==> config.mk <==
export PLATFORM = sky130hd
export DESIGN_NAME = ecgc_group
export DESIGN_NICKNAME = d
export VERILOG_FILES = /design/src/core/ecgc_pkg.sv /design/src/core/ecgc_tone_if.sv /design/src/core/ecgc_pad.sv /design/src/core/ecgc_tone.sv /design/src/core/ecgc_group.sv
export SDC_FILE = /design/constraint.sdc
export NUM_CORES = 2
export LEC_CHECK = 0
export BUFFER_PORTS_ARGS = -buffer_cell sky130_fd_sc_hd__buf_4
export CAP_MARGIN = 5
export CORE_AREA = 2 2 443 445
export CTS_BUF_LIST = sky130_fd_sc_hd__clkbuf_16
export CTS_CLUSTER_SIZE = 16
export DETAILED_ROUTE_END_ITERATION = 6
export DIE_AREA = 0 0 445 447
export GPL_TIMING_DRIVEN = 0
export HOLD_SLACK_MARGIN = 0.1
export SLEW_MARGIN = 25
export SYNTH_ARGS = -nofsm -noshare
export SYNTH_HDL_FRONTEND = slang
export SYNTH_SLANG_ARGS = --single-unit
==> constraint.sdc <==
create_clock -name aclk -period 14 [get_ports aclk]
set_input_delay 0.7 -clock aclk [delete_from_list [all_inputs] [get_ports aclk]]
set_output_delay 0.7 -clock aclk [all_outputs]
set_load 0.01 [all_outputs]
==> src/core/ecgc_pkg.sv <==
// Constants, types and helpers shared by the echo canceller group control.
// Assumes a 10 MHz system clock and AXI4-Lite register access.
package ecgc_pkg;

    // Clock rate and documented minimum times.
    localparam int CLK_HZ       = 10_000_000;
    localparam int REV_MIN_MS   = 1000;
    localparam int TONE_MIN_MS  = 400;
    localparam int QUIET_MIN_MS = 400;
    localparam int REV_CYC   = REV_MIN_MS * (CLK_HZ / 1000);
    localparam int TONE_CYC  = TONE_MIN_MS * (CLK_HZ / 1000);
    localparam int QUIET_CYC = QUIET_MIN_MS * (CLK_HZ / 1000);
    localparam int CNT_W     = 24;

    // Register byte offsets.
    localparam logic [7:0] OFS_CTRL_A = 8'h00;
    localparam logic [7:0] OFS_CTRL_B = 8'h04;
    localparam logic [7:0] OFS_GAIN_A = 8'h08;
    localparam logic [7:0] OFS_GAIN_B = 8'h0c;
    localparam logic [7:0] OFS_STAT   = 8'h10;
    localparam logic [7:0] OFS_LAW    = 8'h14;

    // Control register fields.
    localparam int CTRL_W    = 12;
    localparam int B_LONG    = 0;
    localparam int B_DUAL    = 1;
    localparam int B_PAD12   = 2;
    localparam int B_MUTE_R  = 3;
    localparam int B_MUTE_S  = 4;
    localparam int B_BYP     = 5;
    localparam int B_ADIS    = 6;
    localparam int B_PRD     = 7;
    localparam int B_AUTO    = 8;
    localparam int B_NBOFF   = 9;
    localparam int B_DCOFF   = 10;
    localparam int B_OSC     = 11;
    localparam logic [CTRL_W-1:0] CTRL_RST = 12'h000;

    // Gain fields: three-bit step code, 0 is +9 dB, 7 is -12 dB.
    localparam int G_RIN  = 0;
    localparam int G_SIN  = 4;
    localparam int G_ROUT = 8;
    localparam int G_SOUT = 12;
    localparam logic [15:0] GAIN_RST  = 16'h3333;
    localparam logic [2:0]  GAIN_M12  = 3'h7;
    localparam logic [10:0] PAD_Q8 [8] = '{11'h2d1, 11'h1ff, 11'h16a,
        11'h100, 11'h0b5, 11'h080, 11'h05b, 11'h040};

    // Coding laws and their quiet codes.
    typedef enum logic [1:0] {LAW_LIN, LAW_SM, LAW_MU, LAW_A} ecgc_law_e;
    localparam logic [15:0] Q_LIN = 16'h0000;
    localparam logic [15:0] Q_SM  = 16'h0080;
    localparam logic [15:0] Q_MU  = 16'h00ff;
    localparam logic [15:0] Q_A   = 16'h00d5;

    localparam logic [1:0] RESP_OK  = 2'h0;
    localparam logic [1:0] RESP_ERR = 2'h2;

    // Quiet code for the selected law.
    function automatic logic [15:0] quiet_code(input ecgc_law_e law);
        unique case (law)
            LAW_LIN: quiet_code = Q_LIN;
            LAW_SM:  quiet_code = Q_SM;
            LAW_MU:  quiet_code = Q_MU;
            LAW_A:   quiet_code = Q_A;
        endcase
    endfunction

endpackage

==> src/core/ecgc_tone_if.sv <==
// Carrier between the group control and one pair of tone detectors.
// Assumes both ends run on the same clock.
`timescale 1ns/1ps
interface ecgc_tone_if;
    logic tone_rx;
    logic tone_tx;
    logic rev_rx;
    logic rev_tx;
    logic quiet;
    logic mode_g164;
    logic td;
    logic det_p;
    logic rel_p;
    modport ctl (output tone_rx, tone_tx, rev_rx, rev_tx, quiet, mode_g164,
                 input td, det_p, rel_p);
    modport det (input tone_rx, tone_tx, rev_rx, rev_tx, quiet, mode_g164,
                 output td, det_p, rel_p);
endinterface

==> src/core/ecgc_pad.sv <==
// Level pad: scales a linear code by a 3 dB step gain with saturation.
// Assumes companded codes pass unchanged.
`timescale 1ns/1ps
module ecgc_pad (
    input  wire logic [15:0] code_in,
    input  wire logic [2:0]  gain,
    input  wire logic        lin,
    output logic      [15:0] code_out
);
    logic signed [26:0] prod;
    logic signed [18:0] scaled;

    // Multiply in Q8, then clamp to the 16-bit range.
    always_comb begin
        prod   = $signed(code_in) * $signed(ecgc_pkg::PAD_Q8[gain]);
        scaled = prod[26:8];
        if (!lin) begin
            code_out = code_in;
        end else if (scaled > 19'sh07fff) begin
            code_out = 16'h7fff;
        end else if (scaled < -19'sh08000) begin
            code_out = 16'h8000;
        end else begin
            code_out = scaled[15:0];
        end
    end
endmodule // ecgc_pad

==> src/core/ecgc_tone.sv <==
// Disable-tone timing for one canceller: receive and send detectors.
// Assumes tone, reversal and quiet indications from the signal front end.
`timescale 1ns/1ps
module ecgc_tone #(
    parameter int RCYC = ecgc_pkg::REV_CYC,
    parameter int TCYC = ecgc_pkg::TONE_CYC,
    parameter int QCYC = ecgc_pkg::QUIET_CYC
) (
    input wire logic aclk,
    input wire logic aresetn,
    ecgc_tone_if.det t
);
    localparam int CW = ecgc_pkg::CNT_W;
    logic [1:0]    tone;
    logic [1:0]    rev;
    logic [1:0]    hit;
    logic [CW-1:0] tcnt_r [2];
    logic [1:0]    rseen_r;
    logic [CW-1:0] qcnt_r;
    logic          td_r;
    logic          det_r;
    logic          rel_r;
    logic          qdone;

    assign tone = {t.tone_tx, t.tone_rx};
    assign rev  = {t.rev_tx, t.rev_rx};

    // Trigger on either input; mode picks duration-only or reversal check.
    always_comb begin
        for (int d = 0; d < 2; d++) begin
            hit[d] = t.mode_g164 ? (tcnt_r[d] >= CW'(TCYC - 1))
                : (tcnt_r[d] >= CW'(RCYC - 1) && rseen_r[d]);
        end
    end
    assign qdone = t.quiet && qcnt_r >= CW'(QCYC - 1);

    // Tone duration counters and reversal memory, per input.
    always_ff @(posedge aclk) begin
        for (int d = 0; d < 2; d++) begin
            if (!aresetn || !tone[d]) begin
                tcnt_r[d]  <= '0;
                rseen_r[d] <= 1'b0;
            end else begin
                if (tcnt_r[d] != '1) tcnt_r[d] <= tcnt_r[d] + 1'b1;
                if (rev[d]) rseen_r[d] <= 1'b1;
            end
        end
    end

    // Quiet counter runs only while the flag is held.
    always_ff @(posedge aclk) begin
        if (!aresetn || !td_r || !t.quiet) qcnt_r <= '0;
        else if (!qdone) qcnt_r <= qcnt_r + 1'b1;
    end

    // The flag holds after the tone ends, until quiet lasts long enough.
    always_ff @(posedge aclk) begin
        if (!aresetn) begin
            td_r  <= 1'b0;
            det_r <= 1'b0;
            rel_r <= 1'b0;
        end else begin
            det_r <= !td_r && |hit;
            rel_r <= td_r && qdone;
            if (!td_r && |hit) td_r <= 1'b1;
            else if (td_r && qdone) td_r <= 1'b0;
        end
    end

    assign t.td    = td_r;
    assign t.det_p = det_r;
    assign t.rel_p = rel_r;
endmodule // ecgc_tone

==> src/core/ecgc_group.sv <==
// Echo canceller group control: two cancellers, register slave, PCM path.
// Assumes AXI4-Lite master on aclk and a frame clock pin from the link.
// Function
// - Reversal mode needs 1 s tone, one reversal.
// - Plain mode triggers after 400 ms tone.
// - Two detectors per channel; set flag, interrupt.
// - Tone flag stays after tone disappears.
// - Release after 400 ms quiet; interrupt again.
// - Mode bit 7 selects plain tone criteria.
// - Automatic mode bypasses on detected tone.
// - Oscillation suppression follows its enable bit.
// - Narrow-band tones halt adaptation, cancellation continues.
// - Narrow-band detector runs unless disabled.
// - DC removal on both inputs unless disabled.
// - Four pads, +9 to -12 dB steps; the pads scale linear codes only, companded codes pass unchanged.
// - Legacy pad forces -12 dB at receive input; takes effect in linear law only, companded codes pass unchanged.
// - Normal mode runs both cancellers in parallel.
// - Dual mode: second timeslot carries quiet code.
// - Long tail cascades pair; second slot quiet.
// - Send_mute insert quiet code in normal, long.
// - Quiet codes 0000, 80, FF, D5 by law.
// - Dual mode: first canceller send_mute outputs.
// - Bypass passes codes, clears coefficients.
`timescale 1ns/1ps
module ecgc_group #(
    parameter int REV_CYC   = ecgc_pkg::REV_CYC,
    parameter int TONE_CYC  = ecgc_pkg::TONE_CYC,
    parameter int QUIET_CYC = ecgc_pkg::QUIET_CYC
) (
    input  wire logic             aclk,
    input  wire logic             aresetn,
    input  wire logic [7:0]       awaddr,
    input  wire logic             awvalid,
    output logic                  awready,
    input  wire logic [31:0]      wdata,
    input  wire logic [3:0]       wstrb,
    input  wire logic             wvalid,
    output logic                  wready,
    output logic [1:0]            bresp,
    output logic                  bvalid,
    input  wire logic             bready,
    input  wire logic [7:0]       araddr,
    input  wire logic             arvalid,
    output logic                  arready,
    output logic [31:0]           rdata,
    output logic [1:0]            rresp,
    output logic                  rvalid,
    input  wire logic             rready,
    input  wire logic             link_clk,
    input  wire logic [1:0][15:0] rin_code,
    input  wire logic [1:0][15:0] sin_code,
    input  wire logic [1:0][15:0] ec_sout,
    input  wire logic [1:0]       tone_rx,
    input  wire logic [1:0]       tone_tx,
    input  wire logic [1:0]       rev_rx,
    input  wire logic [1:0]       rev_tx,
    input  wire logic [1:0]       quiet_in,
    input  wire logic [1:0]       nb_tone,
    output logic [1:0][15:0]      rout_code,
    output logic [1:0][15:0]      sout_code,
    output logic [1:0][15:0]      ref_code,
    output logic [1:0][15:0]      sin_fil,
    output logic [1:0]            adapt_en,
    output logic [1:0]            coef_clear,
    output logic [1:0]            dc_removal_en,
    output logic [1:0]            osc_suppress_en,
    output logic [1:0]            narrow_band_detector,
    output logic                  long_tail,
    output logic                  dual_direction,
    output logic                  irq_n
);
    localparam int CW = ecgc_pkg::CTRL_W;
    logic [CW-1:0]         ctrl_r [2];
    logic [15:0]           gain_r [2];
    ecgc_pkg::ecgc_law_e   law_r;
    logic [3:0]            pend_r;
    logic [3:0]            pend_nxt;
    logic [7:0]            awaddr_r;
    logic [31:0]           wdata_r;
    logic [3:0]            wstrb_r;
    logic                  wr_go;
    logic [1:0]            td;
    logic [1:0]            det_p;
    logic [1:0]            rel_p;
    logic [2:0]            lsync_r;
    logic                  frame_tick;
    logic                  b2b;
    logic                  ext;
    logic [1:0]            byp;
    logic [15:0]           q;
    logic [15:0]           pin  [2][4];
    logic [2:0]            pg   [2][4];
    logic [15:0]           pout [2][4];
    logic [1:0][15:0]      rout_nxt;
    logic [1:0][15:0]      sout_nxt;
    logic [1:0][15:0]      ref_nxt;
    logic [1:0]            adapt_nxt;
    logic [32:0]           wr_map;
    logic [32:0]           rd_map;
    logic [31:0]           wr_word;

    // Byte-lane merge of a write into an old register value.
    function automatic logic [31:0] merge(input logic [31:0] old,
                                          input logic [31:0] nw,
                                          input logic [3:0]  strb);
        for (int b = 0; b < 4; b++) begin
            merge[b*8 +: 8] = strb[b] ? nw[b*8 +: 8] : old[b*8 +: 8];
        end
    endfunction

    // Read value and mapping check for a byte address.
    function automatic logic [32:0] rd_word(input logic [7:0] a);
        rd_word = '0;
        unique case (a)
            ecgc_pkg::OFS_CTRL_A: rd_word = {1'b1, 20'h0, ctrl_r[0]};
            ecgc_pkg::OFS_CTRL_B: rd_word = {1'b1, 20'h0, ctrl_r[1]};
            ecgc_pkg::OFS_GAIN_A: rd_word = {1'b1, 16'h0, gain_r[0]};
            ecgc_pkg::OFS_GAIN_B: rd_word = {1'b1, 16'h0, gain_r[1]};
            ecgc_pkg::OFS_STAT:   rd_word = {1'b1, 19'h0, ~irq_n, pend_r,
                                     2'h0, adapt_en, coef_clear, td};
            ecgc_pkg::OFS_LAW:    rd_word = {1'b1, 30'h0, law_r};
            default:              rd_word = '0;
        endcase
    endfunction

    // Decode of the pending write and the offered read, with lane merge.
    always_comb begin
        wr_map  = rd_word(awaddr_r);
        rd_map  = rd_word(araddr);
        wr_word = merge(wr_map[31:0], wdata_r, wstrb_r);
    end

    // Frame clock pin: two synchroniser stages, then edge detection.
    always_ff @(posedge aclk) begin
        if (!aresetn) lsync_r <= 3'h0;
        else lsync_r <= {lsync_r[1:0], link_clk};
    end
    assign frame_tick = lsync_r[1] && !lsync_r[2];

    // Write address and data are taken in either order.
    always_ff @(posedge aclk) begin
        if (!aresetn) begin
            awready  <= 1'b1;
            wready   <= 1'b1;
            bvalid   <= 1'b0;
            bresp    <= ecgc_pkg::RESP_OK;
            awaddr_r <= 8'h00;
            wdata_r  <= 32'h0;
            wstrb_r  <= 4'h0;
        end else begin
            if (awvalid && awready) begin
                awready  <= 1'b0;
                awaddr_r <= awaddr;
            end
            if (wvalid && wready) begin
                wready  <= 1'b0;
                wdata_r <= wdata;
                wstrb_r <= wstrb;
            end
            if (wr_go) begin
                bvalid <= 1'b1;
                bresp  <= wr_map[32] ? ecgc_pkg::RESP_OK : ecgc_pkg::RESP_ERR;
            end else if (bvalid && bready) begin
                bvalid  <= 1'b0;
                awready <= 1'b1;
                wready  <= 1'b1;
            end
        end
    end
    assign wr_go = !awready && !wready && !bvalid;

    // Configuration registers written by software.
    always_ff @(posedge aclk) begin
        if (!aresetn) begin
            ctrl_r[0] <= ecgc_pkg::CTRL_RST;
            ctrl_r[1] <= ecgc_pkg::CTRL_RST;
            gain_r[0] <= ecgc_pkg::GAIN_RST;
            gain_r[1] <= ecgc_pkg::GAIN_RST;
            law_r     <= ecgc_pkg::LAW_LIN;
        end else if (wr_go) begin
            unique case (awaddr_r)
                ecgc_pkg::OFS_CTRL_A: ctrl_r[0] <= wr_word[CW-1:0];
                ecgc_pkg::OFS_CTRL_B: ctrl_r[1] <= wr_word[CW-1:0];
                ecgc_pkg::OFS_GAIN_A: gain_r[0] <= wr_word[15:0];
                ecgc_pkg::OFS_GAIN_B: gain_r[1] <= wr_word[15:0];
                ecgc_pkg::OFS_LAW:
                    law_r <= ecgc_pkg::ecgc_law_e'(wr_word[1:0]);
                default: ;
            endcase
        end
    end

    // Read channel answers one cycle after the address is taken.
    always_ff @(posedge aclk) begin
        if (!aresetn) begin
            arready <= 1'b1;
            rvalid  <= 1'b0;
            rdata   <= 32'h0;
            rresp   <= ecgc_pkg::RESP_OK;
        end else if (arvalid && arready) begin
            arready <= 1'b0;
            rvalid  <= 1'b1;
            rdata   <= rd_map[31:0];
            rresp   <= rd_map[32] ? ecgc_pkg::RESP_OK : ecgc_pkg::RESP_ERR;
        end else if (rvalid && rready) begin
            rvalid  <= 1'b0;
            arready <= 1'b1;
        end
    end

    // Sticky detect and release events; a new event beats a clear.
    always_comb begin
        pend_nxt = pend_r;
        if (wr_go && awaddr_r == ecgc_pkg::OFS_STAT && wstrb_r[0])
            pend_nxt = pend_r & ~wdata_r[7:4];
        pend_nxt = pend_nxt | {rel_p, det_p};
    end
    always_ff @(posedge aclk) begin
        if (!aresetn) begin
            pend_r <= 4'h0;
            irq_n  <= 1'b1;
        end else begin
            pend_r <= pend_nxt;
            irq_n  <= ~|pend_r;
        end
    end

    // Two tone detectors for each canceller.
    for (genvar c = 0; c < 2; c++) begin : g_tone
        ecgc_tone_if tif ();
        assign tif.tone_rx   = tone_rx[c];
        assign tif.tone_tx   = tone_tx[c];
        assign tif.rev_rx    = rev_rx[c];
        assign tif.rev_tx    = rev_tx[c];
        assign tif.quiet     = quiet_in[c];
        assign tif.mode_g164 = ctrl_r[c][ecgc_pkg::B_PRD];
        assign td[c]         = tif.td;
        assign det_p[c]      = tif.det_p;
        assign rel_p[c]      = tif.rel_p;
        ecgc_tone #(
            .RCYC (REV_CYC),
            .TCYC (TONE_CYC),
            .QCYC (QUIET_CYC)
        ) u_tone (
            .aclk    (aclk),
            .aresetn (aresetn),
            .t       (tif.det)
        );
    end

    // Group configuration and per-canceller bypass state.
    assign b2b = ctrl_r[0][ecgc_pkg::B_DUAL]
              && ctrl_r[1][ecgc_pkg::B_DUAL];
    assign ext = ctrl_r[0][ecgc_pkg::B_LONG] && !b2b;
    assign q   = ecgc_pkg::quiet_code(law_r);
    for (genvar c = 0; c < 2; c++) begin : g_byp
        assign byp[c] = ctrl_r[c][ecgc_pkg::B_BYP]
            || (ctrl_r[c][ecgc_pkg::B_AUTO] && td[c]);
    end
    // Four level pads per canceller.
    for (genvar c = 0; c < 2; c++) begin : g_pad
        assign pin[c][0] = rin_code[c];
        assign pin[c][1] = sin_code[c];
        assign pin[c][2] = pout[c][0];
        assign pin[c][3] = ec_sout[c];
        assign pg[c][0]  = ctrl_r[c][ecgc_pkg::B_PAD12] ? ecgc_pkg::GAIN_M12
            : gain_r[c][ecgc_pkg::G_RIN +: 3];
        assign pg[c][1]  = gain_r[c][ecgc_pkg::G_SIN +: 3];
        assign pg[c][2]  = gain_r[c][ecgc_pkg::G_ROUT +: 3];
        assign pg[c][3]  = gain_r[c][ecgc_pkg::G_SOUT +: 3];
        for (genvar k = 0; k < 4; k++) begin : g_port
            ecgc_pad u_pad (
                .code_in  (pin[c][k]),
                .gain     (pg[c][k]),
                .lin      (law_r == ecgc_pkg::LAW_LIN),
                .code_out (pout[c][k])
            );
        end
    end
    // Output code selection: silent slot, bypass, mute, padded path.
    always_comb begin
        for (int c = 0; c < 2; c++) begin
            ref_nxt[c] = (ctrl_r[c][ecgc_pkg::B_MUTE_R] && !b2b) ? q
                : pout[c][0];
            if (c == 1 && (b2b || ext)) begin
                rout_nxt[c] = q;
                sout_nxt[c] = q;
            end else if (byp[c]) begin
                rout_nxt[c] = rin_code[c];
                sout_nxt[c] = sin_code[c];
            end else begin
                rout_nxt[c] = ctrl_r[c][ecgc_pkg::B_MUTE_R] ? q
                    : pout[c][2];
                sout_nxt[c] = ctrl_r[c][ecgc_pkg::B_MUTE_S] ? q
                    : pout[c][3];
            end
            adapt_nxt[c] = !byp[c] && !ctrl_r[c][ecgc_pkg::B_ADIS]
                && !(nb_tone[c] && !ctrl_r[c][ecgc_pkg::B_NBOFF]);
        end
    end

    // PCM outputs change once per frame.
    always_ff @(posedge aclk) begin
        if (!aresetn) begin
            rout_code <= '0;
            sout_code <= '0;
            ref_code  <= '0;
            sin_fil   <= '0;
        end else if (frame_tick) begin
            rout_code <= rout_nxt;
            sout_code <= sout_nxt;
            ref_code  <= ref_nxt;
            sin_fil   <= {pout[1][1], pout[0][1]};
        end
    end

    // Control levels for the filter core of each canceller.
    always_ff @(posedge aclk) begin
        if (!aresetn) begin
            adapt_en             <= 2'h0;
            coef_clear           <= 2'h0;
            dc_removal_en        <= 2'h0;
            osc_suppress_en      <= 2'h0;
            narrow_band_detector <= 2'h0;
            long_tail            <= 1'b0;
            dual_direction       <= 1'b0;
        end else begin
            adapt_en   <= adapt_nxt;
            coef_clear <= byp;
            for (int c = 0; c < 2; c++) begin
                dc_removal_en[c]   <= !ctrl_r[c][ecgc_pkg::B_DCOFF];
                osc_suppress_en[c] <= ctrl_r[c][ecgc_pkg::B_OSC];
                narrow_band_detector[c] <=
                    !ctrl_r[c][ecgc_pkg::B_NBOFF];
            end
            long_tail      <= ext;
            dual_direction <= b2b;
        end
    end
endmodule // ecgc_group

## Yosys cells after proc, flatten, opt, wreduce, memory -nomap -nowiden

Memory sizes are Yosys's and may differ from the RTL's.
Cells that the tools add are included.

- Memories: 12
- Output and inout bits: 182
- Flip-flop bits (word level): 275
- Logic and storage cells: 345
- Input bits: 168
- Bits in writable memories: 152
- Memory bits (read-only): 704

Memories:

| memory | words | width | rd ports | clocked after Yosys merged registers in | wr ports | RTL line | text |
|---|---|---|---|---|---|---|---|
| (no name shown) | 8 | 11 | 1 | 0 | 0 | ecgc_pad.sv:15 | `prod = $signed(code_in) * $signed(ecgc_pkg::PAD_Q8[gain]);` |
| (no name shown) | 8 | 11 | 1 | 0 | 0 | ecgc_pad.sv:15 |  |
| (no name shown) | 8 | 11 | 1 | 0 | 0 | ecgc_pad.sv:15 |  |
| (no name shown) | 8 | 11 | 1 | 0 | 0 | ecgc_pad.sv:15 |  |
| (no name shown) | 8 | 11 | 1 | 0 | 0 | ecgc_pad.sv:15 |  |
| (no name shown) | 8 | 11 | 1 | 0 | 0 | ecgc_pad.sv:15 |  |
| 6 more memories | - | - | - | - | - | - |  |

- Order comparisons: 34
- Muxes and demuxes: 127
- Bitwise logic cells: 20
- $add $sub $neg: 6
- Equality and inequality tests: 17
- Multiply operators: 8
- Reduce and logical (&&, ||, !) cells: 79

Operators with widths:

| cell | number |
|---|---|
| $mux W16 | 38 |
| $pmux W33 S6 | 2 |
| $mul A16 B11 Y27 | 8 |
| $mux W11 | 16 |
| $gt A19 B16 Y1 const B | 8 |
| $lt A19 B16 Y1 const B | 8 |
| $add A24 B1 Y24 const B | 6 |
| $ge A24 B22 Y1 const B | 6 |
| $ge A24 B24 Y1 const B | 4 |
| $mux W24 | 4 |
| $ne A24 B24 Y1 const B | 4 |
| $pmux W16 S4 | 1 |
| $mux W1 | 57 |
| $eq A8 B4 Y1 const B | 4 |
| $eq A8 B5 Y1 const B | 4 |
| $ge A4 B4 Y1 const B | 8 |
| $logic_and A1 B1 Y1 | 32 |
| $not A3 Y4 | 8 |
| $logic_not A1 Y1 | 25 |
| $mux W12 | 2 |
| $eq A8 B3 Y1 const B | 2 |
| $logic_not A8 Y1 | 2 |
| $mux W8 | 2 |
| $logic_or A1 B1 Y1 | 11 |
| 15 further kinds | 29 |

## Longest topological paths before layout

- Word-level depth: 18
- Gate-level depth with buffers: 60

## Cells and area by module

Synthesis repeated with hierarchy kept, for this count alone.

- Cell total of the unflattened synthesis: 8157
- Area, all modules: 71367.2 um2

By module, submodules not included:

| module | times used | cells each | area an instance (um2) |
|---|---|---|---|
| ecgc_pad at g_pad[0].g_port[0].u_pad ... | 3 | 737 | 6349.8 |
| ecgc_group | 1 | 1304 | 11571.1 |
| ecgc_pad at g_pad[0].g_port[3].u_pad | 1 | 855 | 7115.6 |
| ecgc_pad at g_pad[1].g_port[2].u_pad | 1 | 752 | 6457.4 |
| ecgc_pad at g_pad[1].g_port[3].u_pad | 1 | 728 | 6326.1 |
| ecgc_pad at g_pad[1].g_port[1].u_pad | 1 | 710 | 6321.1 |
| ecgc_pad at g_pad[0].g_port[1].u_pad | 1 | 739 | 6309.8 |
| ecgc_tone at g_tone[0].u_tone | 1 | 437 | 4122.7 |
| ecgc_tone at g_tone[1].u_tone | 1 | 421 | 4093.9 |

## Worst setup path before layout

OpenSTA, ideal clock, no wires.

- Path type: register to register
- Start point: mem gain_r[1][1], in the netlist gain_r[0][17]
- End point: reg rout_code[28] in the netlist's numbering
- Setup slack: 0.994 ns
- Arrival: 12.937 ns
- Stages on the path, launching flop included: 56
- Data required time: 13.931 ns
- Cell sequence: edfxtp_1 > clkbuf_1 > nor2b_1 > a211oi_1 > clkbuf_1 > and2_1 > inv_1 > fa_1 > inv_1 > fa_1 > inv_1 > fa_1 > inv_1 > fa_1 > inv_1 > fa_1 > inv_1 > ha_1 > (+20 left out) > inv_1 > ha_1 > a21o_1 > a21o_1 > a21o_1 > a21o_1 > a21o_1 > a21o_1 > a21oi_1 > o21bai_1 > nand3_1 > nand2_1 > o41ai_4 > xnor2_2 > o22a_4 > a21oi_1 > or4_1 > o21ai_1

RTL lines:

| element | RTL line | text |
|---|---|---|
| from (decl) | ecgc_group.sv:74 | `logic [15:0] gain_r [2];` |
| to (signal assigned) | ecgc_group.sv:310 | `rout_code <= rout_nxt;` |
| to (decl) | ecgc_group.sv:59 | `output logic [1:0][15:0] rout_code,` |

==> flow_summary.yaml <==
worst_setup_path:
  reg2reg_from: "ctrl_r[0][2]$_DFFE_PP_"
  timing.rr.end: "rout_code[12]$_SDFFE_PN0P_"
  crit_type: "flip-flop to flip-flop"
  critPathLaunchType: "flip-flop"
  crit_required_ns: 14.52
  cp.arrival_ns: 14.20
  crit_path_end_kind: "flip-flop"
  slowest_delay_ns: 0.57
  cp_max_fo: 10
  worst-r2r-setup-slack_ns: 0.32
  crit_top_cell: "fa_1"
  r2r_cells: 50
  crit_slowest_cell: "fa_1"
power:
  seq_power_share: 0.227
  power_frac_comb: 0.553
  p_int_mw: 3.17
  switching_share: 0.457
  switchingPower_mw: 2.67
  powerDensity_nw_per_um2: 77.3
  leakage_nw: 36.3
  peakVddDrop_mv: 0.0775
  p_total_mw: 5.84
  p_clk_frac: 0.220
clocking:
  cts_max_level: 2
  clockBufferDepth: 3
  cts_sinks: 409
  clk_pin_slew_ns: 0.07
  clkLatencyLatePin_ns: 0.66
  cts_hold_buf: 0
  cts_made_buffers: 46
  cts_root_buf: "clkbuf_16"
  cts_tree: "built"
drt:
  route.detailed.drc: 0
  viasPerCell: 5.13
  wl_microns: 234000
  drt_iter0_drc: 4071
  postRouteAntennaNets: 0
  avgRoutedWirePerCell_microns: 21.9
  vias: 54800
  drt_first_pass_iters: 6
worst_hold_path:
  hold_end: "adapt_en[1]$_SDFF_PN0_"
  hp-start: "nb_tone[1]"
  hold_depth: 2
  hold_path_class: "input pin to flip-flop"
synth:
  synth_cell_type_count: 113
  synth_top_area_frac: 0.342
  synthFlopType: "dfxtp_1"
  syn-instance-count: 7697
  synth_edf_count: 152
  synth_top_cell_by_area: "fa_1"
  yosys_warnings: 0
  synth_area_leaders: "fa_1 (34%), ha_1 (9.2%), inv_1 (8.9%)"
  synth_area_sq_um: 67500
  ys_seq_area_frac: 0.144
  async_flop_share: 0
  synth_seq_cells: 409
  avgSynthCellArea_sq_um: 8.77
placement:
  dp_hpwl_microns: 195000
  portBuffers: 272
  gp_congestion: 1.01
status:
  status: "finished, final reports clean"
layout:
  utilization: 0.390
  area_growth_pct: 12.1
  num-nets-final: 9899
  drive_above_1_share: 0.0820
sta:
  worstMarginPinSlew_ns: 1.22
  slew_headroom: 0.185
  finalCriticalPeriod_ns: 13.68
  slew_violations: 0
  finalHoldViolCount: 0
  fmax_ghz: 0.0731
  period_share: 0.977
  setup_violations: 0
  finClkSkew_ns: 0.0383
die:
  die_area_sq_um: 199000
  die_w_microns: 445
  die_h_microns: 447
  ioPinCount: 350
  start_util: 0.348
  core_area_sq_um: 194000
  core.rowCount: 162
global_routing:
  antenna_found_initial: 22
  grt_max_degree: 25
  grt-ovfl-total: 0
  grt_use_total: 0.236
  grt_pass1_vias: 56600
  grt_pass1_wl_microns: 352000
job:
  maxCapViolations: 0
-- repair_timing --
item / in CTS / in global routing
resized for setup: 101 / 106
gates cloned: 0 / 1
setup endpoints to repair: 32 / 32
setup buffers: 28 / 20
pin swaps: 15 / 33
-- placed cells by master (no fill, tap or decap), types with 16 or more instances in the layout --
| cell type | instances |
|---|---|
| a21oi_2 | 16 |
| nor3_1 | 72 |
| ha_1 | 490 |
| clkbuf_1 | 208 |
| buf_4 | 349 |
| clkbuf_2 | 27 |
| xnor2_1 | 173 |
| a211oi_1 | 33 |
| a31oi_1 | 36 |
| and2_1 | 393 |
| o22ai_1 | 16 |
| nand2_1 | 731 |
| edfxtp_1 | 152 |
| mux2i_1 | 42 |
| nor2b_1 | 180 |
| nor2_1 | 544 |
| o21ai_0 | 251 |
| nand4_1 | 25 |
| xor2_1 | 128 |
| conb_1 | 18 |
| nand2b_1 | 54 |
| dfxtp_1 | 257 |
| or3_1 | 30 |
| diode_2 | 18 |
| o21a_1 | 27 |
| a21oi_1 | 324 |
| and3_1 | 51 |
| fa_1 | 1150 |
| a21o_1 | 99 |
| clkbuf_16 | 50 |
| inv_1 | 1607 |
| a22oi_1 | 48 |
| nand3_1 | 95 |
-- cell type report --
cell class	count	area (sq um)
multi-input cells	5404	51300
inverters	1606	6040
clock inverters	35	300
plain buffers	292	1340
well taps	2542	3180
flip-flops and latches	409	9710
fillers	19700	119000
clock buffers	50	1250
repair buffers	322	2440
diodes	18	45.0
-- how the worst max path moves through the flow --
stage               cells after the start                         end                     from  slack, ns
floorplan                              55  rout_code[28]$_SDFFE_PN0P_  gain_r[0][17]$_DFFE_PP_       0.99
global placement                       50  rout_code[30]$_SDFFE_PN0P_  gain_r[0][17]$_DFFE_PP_      -2.06
detailed placement                     51  rout_code[30]$_SDFFE_PN0P_  gain_r[0][17]$_DFFE_PP_      -2.10
CTS                                    55  rout_code[28]$_SDFFE_PN0P_  gain_r[0][17]$_DFFE_PP_       0.03
global route                           53  rout_code[14]$_SDFFE_PN0P_   gain_r[0][2]$_DFFE_PP_      -0.06
finish                                 50  rout_code[12]$_SDFFE_PN0P_   ctrl_r[0][2]$_DFFE_PP_       0.32
-- metrics by stage --
step / std cells / area [sq um] / hold WS, ns / setup slack, ns / TNS, ns
after global routing: 10700 / 75600 / 0.245 / -0.0565 / -0.407
after detailed placement: 10500 / 72900 / 0.424 / -2.10 / -49.95
after global placement: 10500 / 72800 / 0.422 / -2.06 / -51.07
after floorplan: 7714 / 67500 / 0.412 / 0.994 / 0
final: 10700 / 75600 / 0.251 / 0.318 / 0
after CTS: 10600 / 75100 / 0.218 / 0.0336 / 0
-- critical path: cells and delay by family, from the launching register on --
family	cells	cell delay (ns)
buffers and inverters	10	1.19
AOI/OAI and AO/OA	20	4.07
adders and majority gates	12	5.68
and+or+nand+nor	8	2.03
DFF	1	0.54
-- routing by layer --
layer	part of all wire	wire length, microns	track usage	up-vias
met4	0.078	18200	0.152	6
met5	0.00018	41	0	-
met2	0.46	108000	0.382	2004
li1	-	-	-	24800
met1	0.39	91500	0.290	27500
met3	0.070	16400	0.0395	481
-- state kept, by name, summed over array words and instances (netlist names), 2 cells and up --
| signal | cells |
|---|---|
| ref_code | 32 |
| wdata_r | 16 |
| osc_suppress_en | 2 |
| law_r | 2 |
| g_tone.u_tone.t.rel_p | 2 |
| g_tone.u_tone.rseen_r | 4 |
| awaddr_r | 8 |
| rout_code | 32 |
| g_tone.u_tone.tcnt_r | 96 |
| coef_clear | 2 |
| lsync_r | 3 |
| pend_r | 4 |
| narrow_band_detector | 2 |
| g_tone.u_tone.qcnt_r | 48 |
| g_tone.u_tone.t.td | 2 |
| dc_removal_en | 2 |
| g_tone.u_tone.t.det_p | 2 |
| gain_r | 32 |
| wstrb_r | 2 |
| adapt_en | 2 |
| sout_code | 32 |
| sin_fil | 32 |
| ctrl_r | 24 |
| rdata | 16 |
-- synth_stat cells (54+ instances only) --
| cell | count |
|---|---|
| dfxtp_1 | 257 |
| inv_1 | 1603 |
| nand3_1 | 100 |
| nor2b_1 | 181 |
| o21ai_0 | 257 |
| ha_1 | 498 |
| and3_1 | 54 |
| xor2_1 | 128 |
| clkbuf_1 | 249 |
| xnor2_1 | 173 |
| nor2_1 | 554 |
| a21oi_1 | 348 |
| fa_1 | 1152 |
| nand2_1 | 744 |
| a21o_1 | 100 |
| nand2b_1 | 55 |
| and2_1 | 397 |
| nor3_1 | 77 |
| edfxtp_1 | 152 |
-- kinds of logic after synthesis --
| family | after synthesis | synth area share |
|---|---|---|
| multiplexers | 49 | 0.00742 |
| AND/OR/NAND/NOR | 2301 | 0.164 |
| buffers and inverters | 1901 | 0.107 |
| other | 1 | 0.0000556 |
| flip-flops | 409 | 0.144 |
| XOR/XNOR | 307 | 0.0406 |
| AO/OA/AOI/OAI | 1079 | 0.102 |
| adder cells (fa/ha/maj) | 1650 | 0.434 |
-- power groups by stage --
stage               Combinational, mW  Sequential, mW  Clock [mW]
detailed placement               3.00            1.35           0
global route                     3.55            1.33        1.35
finish                           3.23            1.33        1.29
CTS                              3.12            1.33        1.30
floorplan                        2.06            1.33           0
global placement                 2.97            1.35           0
Note: power is estimated with default switching activity, not from simulation.
